===== config.mk =====
export PLATFORM = sky130hd
export DESIGN_NAME = ckfm_regs
export DESIGN_NICKNAME = d
export VERILOG_FILES = /design/src/design/ckfm_pkg.sv /design/src/design/ckfm_out_fmt.sv /design/src/design/ckfm_regs.sv
export VERILOG_INCLUDE_DIRS = /design/src /design/src/design
export SDC_FILE = /design/constraint.sdc
export NUM_CORES = 1
export LEC_CHECK = 0
export BUFFER_PORTS_ARGS = -buffer_cell sky130_fd_sc_hd__buf_2
export CELL_PAD_IN_SITES_DETAIL_PLACEMENT = 1
export CELL_PAD_IN_SITES_GLOBAL_PLACEMENT = 1
export CORE_MARGIN = 3
export CORE_UTILIZATION = 40
export CTS_CLUSTER_DIAMETER = 100
export DETAILED_ROUTE_END_ITERATION = 16
export PLACE_DENSITY_LB_ADDON = 0.1
export SKIP_CTS_REPAIR_TIMING = 1
export SYNTH_ARGS = -nofsm -noshare
export SYNTH_HDL_FRONTEND = slang
export SYNTH_SLANG_ARGS = --single-unit

===== constraint.sdc =====
create_clock -name i_ref_clk -period 1.2 [get_ports i_ref_clk]
set_input_delay 0.18 -clock i_ref_clk [delete_from_list [all_inputs] [get_ports i_ref_clk]]
set_output_delay 0.18 -clock i_ref_clk [all_outputs]
set_load 0.01 [all_outputs]

===== src/design/ckfm_map.svh =====
`ifndef CKFM_MAP_SVH
`define CKFM_MAP_SVH
// Notes on behaviour
// - Readback bit 3 reads 1 while VCO frequency is above threshold, read only.
// - Readback bit 2 reads 1 while secondary reference exceeds selected threshold.
// - Readback bit 1 reads 1 while primary reference exceeds the same threshold.
// - Readback bit 0 shows digital lock detect, 1 while the PLL is locked.
// - Control bit 7 picks driver type: 0 LVPECL (default), 1 CMOS.
// - In CMOS, bits 6:5 enable outputs: 00 none, 01 A, 10 B, 11 both.
// - Bits 4:3 set polarity; LVPECL ignores bit 4, bit 3 low gives A normal.

// Register offsets
`define CKFM_OFS_THRESH 10'h01A
`define CKFM_OFS_READBACK 10'h01F
`define CKFM_OFS_CTRL_ZERO 10'h0F0

// Field positions
`define CKFM_BIT_THRESH_SEL 6
`define CKFM_BIT_VCO_ABOVE 3
`define CKFM_BIT_SEC_ABOVE 2
`define CKFM_BIT_PRI_ABOVE 1
`define CKFM_BIT_LOCKED 0
`define CKFM_BIT_FORMAT 7
`define CKFM_BIT_EN_B 6
`define CKFM_BIT_EN_A 5
`define CKFM_BIT_POL_HI 4
`define CKFM_BIT_POL_LO 3

// Reset values
`define CKFM_RST_CTRL_ZERO 8'h64
`define CKFM_RST_THRESH 8'h00
`endif


===== src/design/ckfm_pkg.sv =====
package ckfm_pkg;
    typedef logic [9:0] ckfm_addr_t;
    typedef logic [7:0] ckfm_byte_t;
    // Driver type chosen by the format bit
    typedef enum logic {CKFM_LVPECL, CKFM_CMOS} ckfm_fmt_e;
endpackage


===== src/design/ckfm_out_fmt.sv =====
`timescale 1ns/1ns
`include "ckfm_map.svh"
// Decodes the output-channel-zero control byte into driver controls
module ckfm_out_fmt (
    input wire ckfm_pkg::ckfm_byte_t i_ctrl, // Control byte
    output ckfm_pkg::ckfm_fmt_e o_fmt, // Driver type
    output logic o_en_a, // CMOS output A driving
    output logic o_en_b, // CMOS output B driving
    output logic o_inv_a, // Output A inverted
    output logic o_inv_b // Output B inverted
);
    import ckfm_pkg::*;

    // Format select, enables and polarity decode
    always_comb begin
        o_fmt = i_ctrl[`CKFM_BIT_FORMAT] ? CKFM_CMOS : CKFM_LVPECL;
        // Enables only matter in CMOS; LVPECL leaves the single-ended pair tristated
        o_en_a = i_ctrl[`CKFM_BIT_FORMAT] & i_ctrl[`CKFM_BIT_EN_A];
        o_en_b = i_ctrl[`CKFM_BIT_FORMAT] & i_ctrl[`CKFM_BIT_EN_B];
        if (i_ctrl[`CKFM_BIT_FORMAT]) begin
            // CMOS: bit 3 inverts A; B inverts when bits 4 and 3 differ
            o_inv_a = i_ctrl[`CKFM_BIT_POL_LO];
            o_inv_b = i_ctrl[`CKFM_BIT_POL_HI] ^ i_ctrl[`CKFM_BIT_POL_LO];
        end else begin
            // LVPECL: complementary pair, bit 4 ignored
            o_inv_a = i_ctrl[`CKFM_BIT_POL_LO];
            o_inv_b = ~i_ctrl[`CKFM_BIT_POL_LO];
        end
    end
endmodule


===== src/design/ckfm_regs.sv =====
`timescale 1ns/1ns
`include "ckfm_map.svh"
// Readback flags and output-channel-zero control register
module ckfm_regs (
    input wire logic i_ref_clk, // 100 MHz clock
    input wire logic i_sys_rst, // Async reset, active high
    input wire ckfm_pkg::ckfm_addr_t i_reg_addr, // Register address
    input wire logic i_reg_wr, // Write strobe, one cycle
    input wire logic i_reg_rd, // Read strobe, one cycle
    input wire ckfm_pkg::ckfm_byte_t i_reg_wdata, // Write data
    output ckfm_pkg::ckfm_byte_t o_reg_rdata, // Read data
    output logic o_reg_rvalid, // Read data valid pulse
    input wire logic i_vco_above, // VCO monitor above threshold
    input wire logic i_pri_ref_above, // Primary reference monitor
    input wire logic i_sec_ref_above, // Secondary reference monitor
    input wire logic i_pll_locked, // Digital lock detector
    output logic o_ref_thresh_sel, // Threshold select to monitors
    output ckfm_pkg::ckfm_fmt_e o_fmt, // Channel zero driver type
    output logic o_lvpecl_en, // Differential driver enabled
    output logic o_channel_output_a_oe, // CMOS output A enable
    output logic o_channel_output_b_oe, // CMOS output B enable
    output logic o_inv_a, // Output A inverted
    output logic o_inv_b, // Output B inverted
    output logic [1:0] o_drive_level, // Differential swing code
    output logic o_power_down // Differential driver power-down
);
    import ckfm_pkg::*;

    ckfm_byte_t output_zero_control;
    ckfm_byte_t threshold_control;
    logic [3:0] pll_monitor_readback;
    ckfm_fmt_e next_fmt;
    logic next_en_a;
    logic next_en_b;
    logic next_inv_a;
    logic next_inv_b;

    // Address match helper, used by writes and reads alike
    function automatic logic hit(input ckfm_addr_t a, input ckfm_addr_t ofs);
        hit = (a == ofs);
    endfunction

    // Output control register; lower bits kept for the drive and power stages
    always_ff @(posedge i_ref_clk or posedge i_sys_rst) begin
        if (i_sys_rst) begin
            output_zero_control <= `CKFM_RST_CTRL_ZERO;
        end else if (i_reg_wr && hit(i_reg_addr, `CKFM_OFS_CTRL_ZERO)) begin
            output_zero_control <= i_reg_wdata;
        end
    end

    // Threshold select shared by both reference monitors
    always_ff @(posedge i_ref_clk or posedge i_sys_rst) begin
        if (i_sys_rst) begin
            threshold_control <= `CKFM_RST_THRESH;
        end else if (i_reg_wr && hit(i_reg_addr, `CKFM_OFS_THRESH)) begin
            threshold_control <= i_reg_wdata & 8'h40;
        end
    end

    // Status flags follow monitors; a write to this address has no path here
    always_ff @(posedge i_ref_clk or posedge i_sys_rst) begin
        if (i_sys_rst) begin
            pll_monitor_readback <= 4'h0;
        end else begin
            pll_monitor_readback[`CKFM_BIT_VCO_ABOVE] <= i_vco_above;
            pll_monitor_readback[`CKFM_BIT_SEC_ABOVE] <= i_sec_ref_above;
            pll_monitor_readback[`CKFM_BIT_PRI_ABOVE] <= i_pri_ref_above;
            pll_monitor_readback[`CKFM_BIT_LOCKED] <= i_pll_locked;
        end
    end

    // Read port: one cycle latency, unmapped addresses read zero
    always_ff @(posedge i_ref_clk or posedge i_sys_rst) begin
        if (i_sys_rst) begin
            o_reg_rdata <= 8'h00;
            o_reg_rvalid <= 1'b0;
        end else begin
            o_reg_rvalid <= i_reg_rd;
            if (!i_reg_rd) begin
                o_reg_rdata <= 8'h00;
            end else if (hit(i_reg_addr, `CKFM_OFS_CTRL_ZERO)) begin
                o_reg_rdata <= output_zero_control;
            end else if (hit(i_reg_addr, `CKFM_OFS_THRESH)) begin
                o_reg_rdata <= threshold_control;
            end else if (hit(i_reg_addr, `CKFM_OFS_READBACK)) begin
                o_reg_rdata <= {4'h0, pll_monitor_readback};
            end else begin
                o_reg_rdata <= 8'h00;
            end
        end
    end

    ckfm_out_fmt u_fmt (
        .i_ctrl(output_zero_control),
        .o_fmt(next_fmt),
        .o_en_a(next_en_a),
        .o_en_b(next_en_b),
        .o_inv_a(next_inv_a),
        .o_inv_b(next_inv_b)
    );

    // Driver controls registered so pins never see decode glitches
    always_ff @(posedge i_ref_clk or posedge i_sys_rst) begin
        if (i_sys_rst) begin
            o_fmt <= CKFM_LVPECL;
            o_lvpecl_en <= 1'b1;
            o_channel_output_a_oe <= 1'b0;
            o_channel_output_b_oe <= 1'b0;
            o_inv_a <= 1'b0;
            o_inv_b <= 1'b1;
            o_drive_level <= 2'h2;
            o_power_down <= 1'b0;
            o_ref_thresh_sel <= 1'b0;
        end else begin
            o_fmt <= next_fmt;
            o_lvpecl_en <= (next_fmt == CKFM_LVPECL);
            o_channel_output_a_oe <= next_en_a;
            o_channel_output_b_oe <= next_en_b;
            o_inv_a <= next_inv_a;
            o_inv_b <= next_inv_b;
            o_drive_level <= output_zero_control[2:1];
            o_power_down <= output_zero_control[0];
            o_ref_thresh_sel <= threshold_control[`CKFM_BIT_THRESH_SEL];
        end
    end

    // Checks
    // Readback data in the cycle after the read shows the monitor two edges back
    property p_vco_flag;
        @(posedge i_ref_clk) disable iff (i_sys_rst)
        !$past(i_sys_rst) && i_reg_rd && hit(i_reg_addr, `CKFM_OFS_READBACK)
        |=> o_reg_rvalid && o_reg_rdata[`CKFM_BIT_VCO_ABOVE] == $past(i_vco_above, 2);
    endproperty
    a_vco_flag: assert property (p_vco_flag) else $error("VCO flag lost");

    // Checked against the pin, not the flag register, so a lost stage shows
    property p_sec_flag;
        @(posedge i_ref_clk) disable iff (i_sys_rst)
        !$past(i_sys_rst) && i_reg_rd && hit(i_reg_addr, `CKFM_OFS_READBACK)
        |=> o_reg_rvalid && o_reg_rdata[`CKFM_BIT_SEC_ABOVE] == $past(i_sec_ref_above, 2);
    endproperty
    a_sec_flag: assert property (p_sec_flag) else $error("Secondary flag wrong");

    // Skips the edge right after reset, where the flags still hold zero
    property p_pri_flag;
        @(posedge i_ref_clk) disable iff (i_sys_rst)
        !$past(i_sys_rst) |-> pll_monitor_readback[`CKFM_BIT_PRI_ABOVE] == $past(i_pri_ref_above);
    endproperty
    a_pri_flag: assert property (p_pri_flag) else $error("Primary flag wrong");

    // Lock held over two edges out of reset must show in the flag
    property p_lock_flag;
        @(posedge i_ref_clk) disable iff (i_sys_rst)
        (!i_sys_rst && i_pll_locked) ##1 i_pll_locked |-> pll_monitor_readback[`CKFM_BIT_LOCKED];
    endproperty
    a_lock_flag: assert property (p_lock_flag) else $error("Lock flag wrong");

    // Driver type follows the written format bit two edges later
    property p_format;
        @(posedge i_ref_clk) disable iff (i_sys_rst)
        i_reg_wr && hit(i_reg_addr, `CKFM_OFS_CTRL_ZERO)
        |=> ##1 (o_fmt == ckfm_fmt_e'($past(i_reg_wdata[7], 2))) && (o_lvpecl_en != o_fmt);
    endproperty
    a_format: assert property (p_format) else $error("Format not applied");

    // Single-ended enables only open in CMOS
    property p_enables;
        @(posedge i_ref_clk) disable iff (i_sys_rst)
        i_reg_wr && hit(i_reg_addr, `CKFM_OFS_CTRL_ZERO)
        |=> ##1 o_channel_output_a_oe == ($past(i_reg_wdata[7], 2) & $past(i_reg_wdata[5], 2))
        && o_channel_output_b_oe == ($past(i_reg_wdata[7], 2) & $past(i_reg_wdata[6], 2));
    endproperty
    a_enables: assert property (p_enables) else $error("CMOS enables wrong");

    property p_polarity;
        @(posedge i_ref_clk) disable iff (i_sys_rst)
        (o_fmt == CKFM_LVPECL) |-> (o_inv_a != o_inv_b);
    endproperty
    a_polarity: assert property (p_polarity) else $error("Pair not complementary");

    property p_status_ro;
        @(posedge i_ref_clk) disable iff (i_sys_rst)
        i_reg_wr && hit(i_reg_addr, `CKFM_OFS_READBACK)
        |=> $stable(output_zero_control) && $stable(threshold_control)
        && pll_monitor_readback == {$past(i_vco_above), $past(i_sec_ref_above),
                                    $past(i_pri_ref_above), $past(i_pll_locked)};
    endproperty
    a_status_ro: assert property (p_status_ro) else $error("Readback took a write");

    // Out of reset, channel zero sits in LVPECL with the default driver settings
    property p_reset_ctrl;
        @(posedge i_ref_clk) disable iff (i_sys_rst)
        $past(i_sys_rst) |-> output_zero_control == `CKFM_RST_CTRL_ZERO
        && o_fmt == CKFM_LVPECL && o_drive_level == 2'h2
        && !o_channel_output_a_oe && !o_channel_output_b_oe && !o_inv_a && o_inv_b;
    endproperty
    a_reset_ctrl: assert property (p_reset_ctrl) else $error("Reset defaults wrong");

    // Threshold select reaches both reference monitors two edges after the write
    property p_thresh_sel;
        @(posedge i_ref_clk) disable iff (i_sys_rst)
        i_reg_wr && hit(i_reg_addr, `CKFM_OFS_THRESH)
        |=> ##1 o_ref_thresh_sel == $past(i_reg_wdata[`CKFM_BIT_THRESH_SEL], 2);
    endproperty
    a_thresh_sel: assert property (p_thresh_sel) else $error("Threshold select lost");

    // CMOS polarity: bit 3 inverts A, bits 4 and 3 together decide B
    property p_cmos_pol;
        @(posedge i_ref_clk) disable iff (i_sys_rst)
        i_reg_wr && hit(i_reg_addr, `CKFM_OFS_CTRL_ZERO) && i_reg_wdata[`CKFM_BIT_FORMAT]
        |=> ##1 o_inv_a == $past(i_reg_wdata[`CKFM_BIT_POL_LO], 2)
        && o_inv_b == ($past(i_reg_wdata[`CKFM_BIT_POL_HI], 2)
        ^ $past(i_reg_wdata[`CKFM_BIT_POL_LO], 2));
    endproperty
    a_cmos_pol: assert property (p_cmos_pol) else $error("CMOS polarity wrong");

    // LVPECL polarity: bit 3 alone decides, bit 4 has no effect
    property p_pecl_pol;
        @(posedge i_ref_clk) disable iff (i_sys_rst)
        i_reg_wr && hit(i_reg_addr, `CKFM_OFS_CTRL_ZERO) && !i_reg_wdata[`CKFM_BIT_FORMAT]
        |=> ##1 o_inv_a == $past(i_reg_wdata[`CKFM_BIT_POL_LO], 2)
        && o_inv_b == !$past(i_reg_wdata[`CKFM_BIT_POL_LO], 2);
    endproperty
    a_pecl_pol: assert property (p_pecl_pol) else $error("LVPECL polarity wrong");

    // LVPECL keeps both single-ended drivers off and the differential one on
    property p_pecl_tri;
        @(posedge i_ref_clk) disable iff (i_sys_rst)
        o_fmt == CKFM_LVPECL |-> o_lvpecl_en && !o_channel_output_a_oe && !o_channel_output_b_oe;
    endproperty
    a_pecl_tri: assert property (p_pecl_tri) else $error("CMOS enable in LVPECL");

    // Read data is zero outside the cycle after a read, so stale flags never leak
    property p_rd_idle;
        @(posedge i_ref_clk) disable iff (i_sys_rst)
        !i_reg_rd |=> !o_reg_rvalid && o_reg_rdata == 8'h00;
    endproperty
    a_rd_idle: assert property (p_rd_idle) else $error("Read data outside a read");
endmodule


# ---- After elaboration in Yosys (flattened, before gate mapping)
# Cells that the tools add are included.
dict set report totals {
  regBits 32
  in_bits 26
  output_inout_bits 19
  wordCells 30
}
dict set report classes {
  eq_ne 3
  mux 6
  bitwise_logic 5
  n_reduce_logical 2
}
# cell count
set ops {}
lappend ops {{equality test 10 x 5 -> 1 bit (second input constant)} 2}
lappend ops {{2-to-1 mux 8 bit} 2}
lappend ops {{equality test 10 x 8 -> 1 bit (second input constant)} 1}
lappend ops {{2-to-1 mux 7 bit} 1}
lappend ops {{2-to-1 mux 4 bit} 1}
lappend ops {{AND 1 bit} 2}
lappend ops {{logical AND 1 bit} 2}
lappend ops {{2-to-1 mux 1 bit} 2}
lappend ops {{inverter 1 bit} 2}
lappend ops {{XOR 1 bit} 1}

# ---- Longest topological paths before layout
dict set report logic_depth {
  ltp_word 5
  mapped_depth 4
  ltp_nobuf 3
}

# ---- Cells and area by module
# From an unflattened synthesis, not the netlist that was laid out.
dict set report unflattened {
  cells_unflattened 69
  hier_area_um2 1161.1
}
# module n_inst cells_per_inst area_per_inst_um2 seq_area_each_um2
set by_module_without_submodules {}
lappend by_module_without_submodules {ckfm_regs 1 63 1108.6 808.3}
lappend by_module_without_submodules {ckfm_out_fmt 1 6 52.6 0.0}

# ---- Worst setup path before layout
# Ideal clock, no wire load.
dict set report synth_timing {
  path_kind {in2reg}
  startpoint {input port i_reg_addr[2]}
  endpoint {register output_zero_control[0]}
  setup_time_ns 0.125
  arrival_time_ns 0.924
  t_required_ns 1.075
  setup_slack_ns 0.151
  stages 3
  path_buffers 0
  cell_sequence {nor4_4 > nand3_4 > mux2_2}
}
dict set report synth_between {
  elab_chain_len 2
}
# element line_no
set synth_rtl {}
lappend synth_rtl {{start, declared} ckfm_regs.sv:7} ;# input wire ckfm_pkg::ckfm_addr_t i_reg_addr,
lappend synth_rtl {{equality test 10 x 8 -> 1 bit} ckfm_regs.sv:40} ;# hit = (a == ofs);
lappend synth_rtl {{logical AND 1 bit} ckfm_regs.sv:47} ;# end else if (i_reg_wr && hit(i_reg_addr, `CKFM_OFS_CTRL_ZERO)) begin
lappend synth_rtl {{end signal, assigned} ckfm_regs.sv:46} ;# output_zero_control <= `CKFM_RST_CTRL_ZERO;
lappend synth_rtl {{end signal, assigned} ckfm_regs.sv:48} ;# output_zero_control <= i_reg_wdata;
lappend synth_rtl {{end, declared} ckfm_regs.sv:29} ;# ckfm_byte_t output_zero_control;
# No other way between the ends.
# A chain may end at the register's enable or synchronous reset.

# ---- Worst setup path after layout
dict set report layout_timing {
  startpoint {register o_drive_level[1]}
  endpoint {output port o_drive_level[1]}
}
# element line_no
set layout_lines {}
lappend layout_lines {{start, declared} ckfm_regs.sv:24} ;# output logic [1:0] o_drive_level,
lappend layout_lines {{start signal, assigned} ckfm_regs.sv:122} ;# o_drive_level <= output_zero_control[2:1];
# No word-level cell between the ends.

==> results.md <==
* Clk slew on worst S/H paths at 100 ps
* Hold Slack at 90.57 ps
* Global-route wire length before repair at 3581 µm
* Max VDD drop at 1.029 mV
* Num CTS Buffers at 5
* Syn Inst Count at 67
* Power per cell area at 1166 mW/mm²
* Setup_tns at 0 ps
* Root Driver: clkbuf_4
* Worst setup margin at 55.69 ps
* DRC at 0
* Clk Latency, worst-skew pair at between 300 and 400 ps
* Hold WC Path Type: input port to flip-flop
* Fmax at 873.9 MHz
* Placed cell count at between 100 and 150
* ANT cells at 0
* Async SR Flop Fraction at 100.0%
* Antenna-violating nets left at 0
* Startpoint types: flip-flop
* P&R area growth vs syn at 35.76%
* Status: finished, final reports clean
* Mapped Area at 0.001134 mm²
* Worst path max stage delay at 550 ps
* Worst path slowest cell: dfstp_2
* Register-to-register setup slack at 390 ps
* CTS tree: built
* Core region area at 0.002590 mm²
* Final HPWL from detailed placement at 1686 µm
* I/O pins at 45
* Period minus WS final at between 1000 and 1500 ps
* Detailed Route WL at 2258 µm
* Critical path depth in cells at 1
* Num rows at 18
* Via count of the first global-routing pass at 777
* Clock sink count at 32
* Via count at 771
* Largest delay share family, worst path: flip-flops
* Vias/cell at 4.880
* Share of cells above drive strength 1 at between 50% and 60%
* Grt total ovfl at 0
* Antenna violations before repair at 0
* Seq cells post-synth at 32
* DR iter-0 viols at 27
* Most used DFF post-synth: dfrtp_1
* Cell Area, Placed at between 0.001 and 0.0015 mm²
* Crit. End Element: primary output
* Fin Clk Skew at 6.350 ps
* Buf/Inv on CP at 1
* Yosys top cell area share at between 50 and 60%
* Crit path to: o_drive_level[1]
* Total of max-cap violations at 0
* All-Layer GR Usage at 14.59%
* Critical Path Start: o_drive_level[1]$_DFF_PP1_
* Register area share after synthesis at 71.30%
* Pre-CTS worst setup slack at -88.56 ps
* Hold Vio Cnt, Final at 0
* Synth top area cells: dfrtp_1 57%, dfstp_2 14%, mux2_2 8.9%
* Crit Path Max Fanout at 1
* Clk buf depth at 2
* Worst R2R Start: output_zero_control[3]$_DFFE_PP0P_
* Final core utilization at just under 60%
* Design Area, Final at roughly 0.0015 mm²
* Worst r2r path cells at 1
* Final Max Tran Viols at 0
* RSZ-0062 raised after global routing: no
* Overall Power at 1.794 mW
* Post-Layout Cell Count at 158
* Relative slew margins at between 70% and 80%
* IO buf count at 44
* Htree depth at 2
* Setup Viol. Count Final at 0
* Net count reported at finish at 153
* Syn_area_per_cell at 16.92 µm²
* Worst EP required at 1020 ps
* Initial Util at 43.77%
* CP arrival at around 960 ps
* Pin count of the biggest net entering global routing at 33
* R2r endpoint: output_zero_control[3]$_DFFE_PP0P_
* Most numerous cell in the Yosys netlist: dfrtp_1
* Yosys Warn Count at 0
* Period utilization at 95.36%
* Routed len/inst at 14.29 µm
* Die height at 59.24 µm
* Chip width at 59.24 µm
* RD Place Congestion at 0.6395
* Post-synthesis net count at 93
* LEAKAGE at 0.8155 nW
* Cell taking the most area after synthesis: dfrtp_1
* Top cells by count, synth: 26 x dfrtp_1, 9 x mux2_2, 6 x dfstp_2, 5 x a32o_1, 5 x and2_1
* Detailed Routing Iterations Pass 1 at 4
* Crit Path Category: flip-flop to primary output
* Post-synth EDFFs at 0
* Die area at 0.003509 mm²
* Worst Max-Slew Pin Slew at 381.1 ps
* Synth cell types at 17
* CP cell instances: buf_6
how the worst min path moves through the flow:
| stage | start | endpoint | slack [ps] | cells past startpoint |
|---|---|---|---|---|
| floorplan | i_reg_rd | o_reg_rvalid$_DFF_PP0_ | 210 | 0 |
| global placement | i_sys_rst | o_fmt$_DFF_PP0_ | 270 | 3 |
| detailed placement | i_sys_rst | o_fmt$_DFF_PP0_ | 280 | 3 |
| CTS | i_sys_rst | o_reg_rdata[4]$_DFF_PP0_ | -80 | 3 |
| global route | i_reg_wdata[2] | output_zero_control[2]$_DFFE_PP1P_ | 70 | 2 |
| finish | i_reg_wdata[2] | output_zero_control[2]$_DFFE_PP1P_ | 90 | 2 |
placed cells by master, fill, tap and decap left out, types with 3 or more instances in the layout:
| cell | netlist | layout |
|---|---|---|
| buf_2 | 1 | 42 |
| and2_1 | 5 | 5 |
| and3_1 | 3 | 3 |
| dfrtp_1 | 26 | 26 |
| dfstp_2 | 6 | 6 |
| a32o_1 | 5 | 5 |
| dlygate4sd3_1 | 0 | 6 |
| buf_4 | 0 | 4 |
| clkbuf_4 | 0 | 5 |
| mux2_2 | 9 | 9 |
report_power, final:
| part | switching, mW | internal (mW) | total, mW |
|---|---|---|---|
| registers | 0.00723 | 1.10 | 1.11 |
| clock network | 0.339 | 0.228 | 0.567 |
| logic | 0.0576 | 0.0644 | 0.122 |
per-layer routing:
layer / share of wire (%) / vias to the layer above / global-route usage [%]
met1: 40 / 375 / 16.55
met4: 0.84 / 0 / 5.825
met5: 0 / - / 0
met3: 8.4 / 2 / 7.407
li1: - / 362 / -
met2: 50 / 32 / 23.24
flip-flops by register name (all words and copies together) (netlist names), 2 cells and up:
signal,cells
o_drive_level,2
o_reg_rdata,8
output_zero_control,8
pll_monitor_readback,4
cell families after synthesis:
logic type / Yosys count / share of synthesized area [%]
flip-flops: 32 / 71.30
AND/OR/NAND/NOR: 17 / 13.47
multiplexers: 9 / 8.941
AO/OA/AOI/OAI: 5 / 4.415
buffers and inverters: 3 / 1.104
XOR/XNOR: 1 / 0.7728
cell type report:
| class | count | area, µm² |
|---|---|---|
| clock buffers | 7 | 45.04 |
| clock inverters | 1 | 5.005 |
| fillers | 272 | 1051 |
| inverters | 2 | 7.507 |
| multi-input cells | 32 | 312.8 |
| flip-flops and latches | 32 | 808.3 |
| well taps | 30 | 37.54 |
| repair buffers | 54 | 322.8 |
Power figures use the tool's default switching activity.
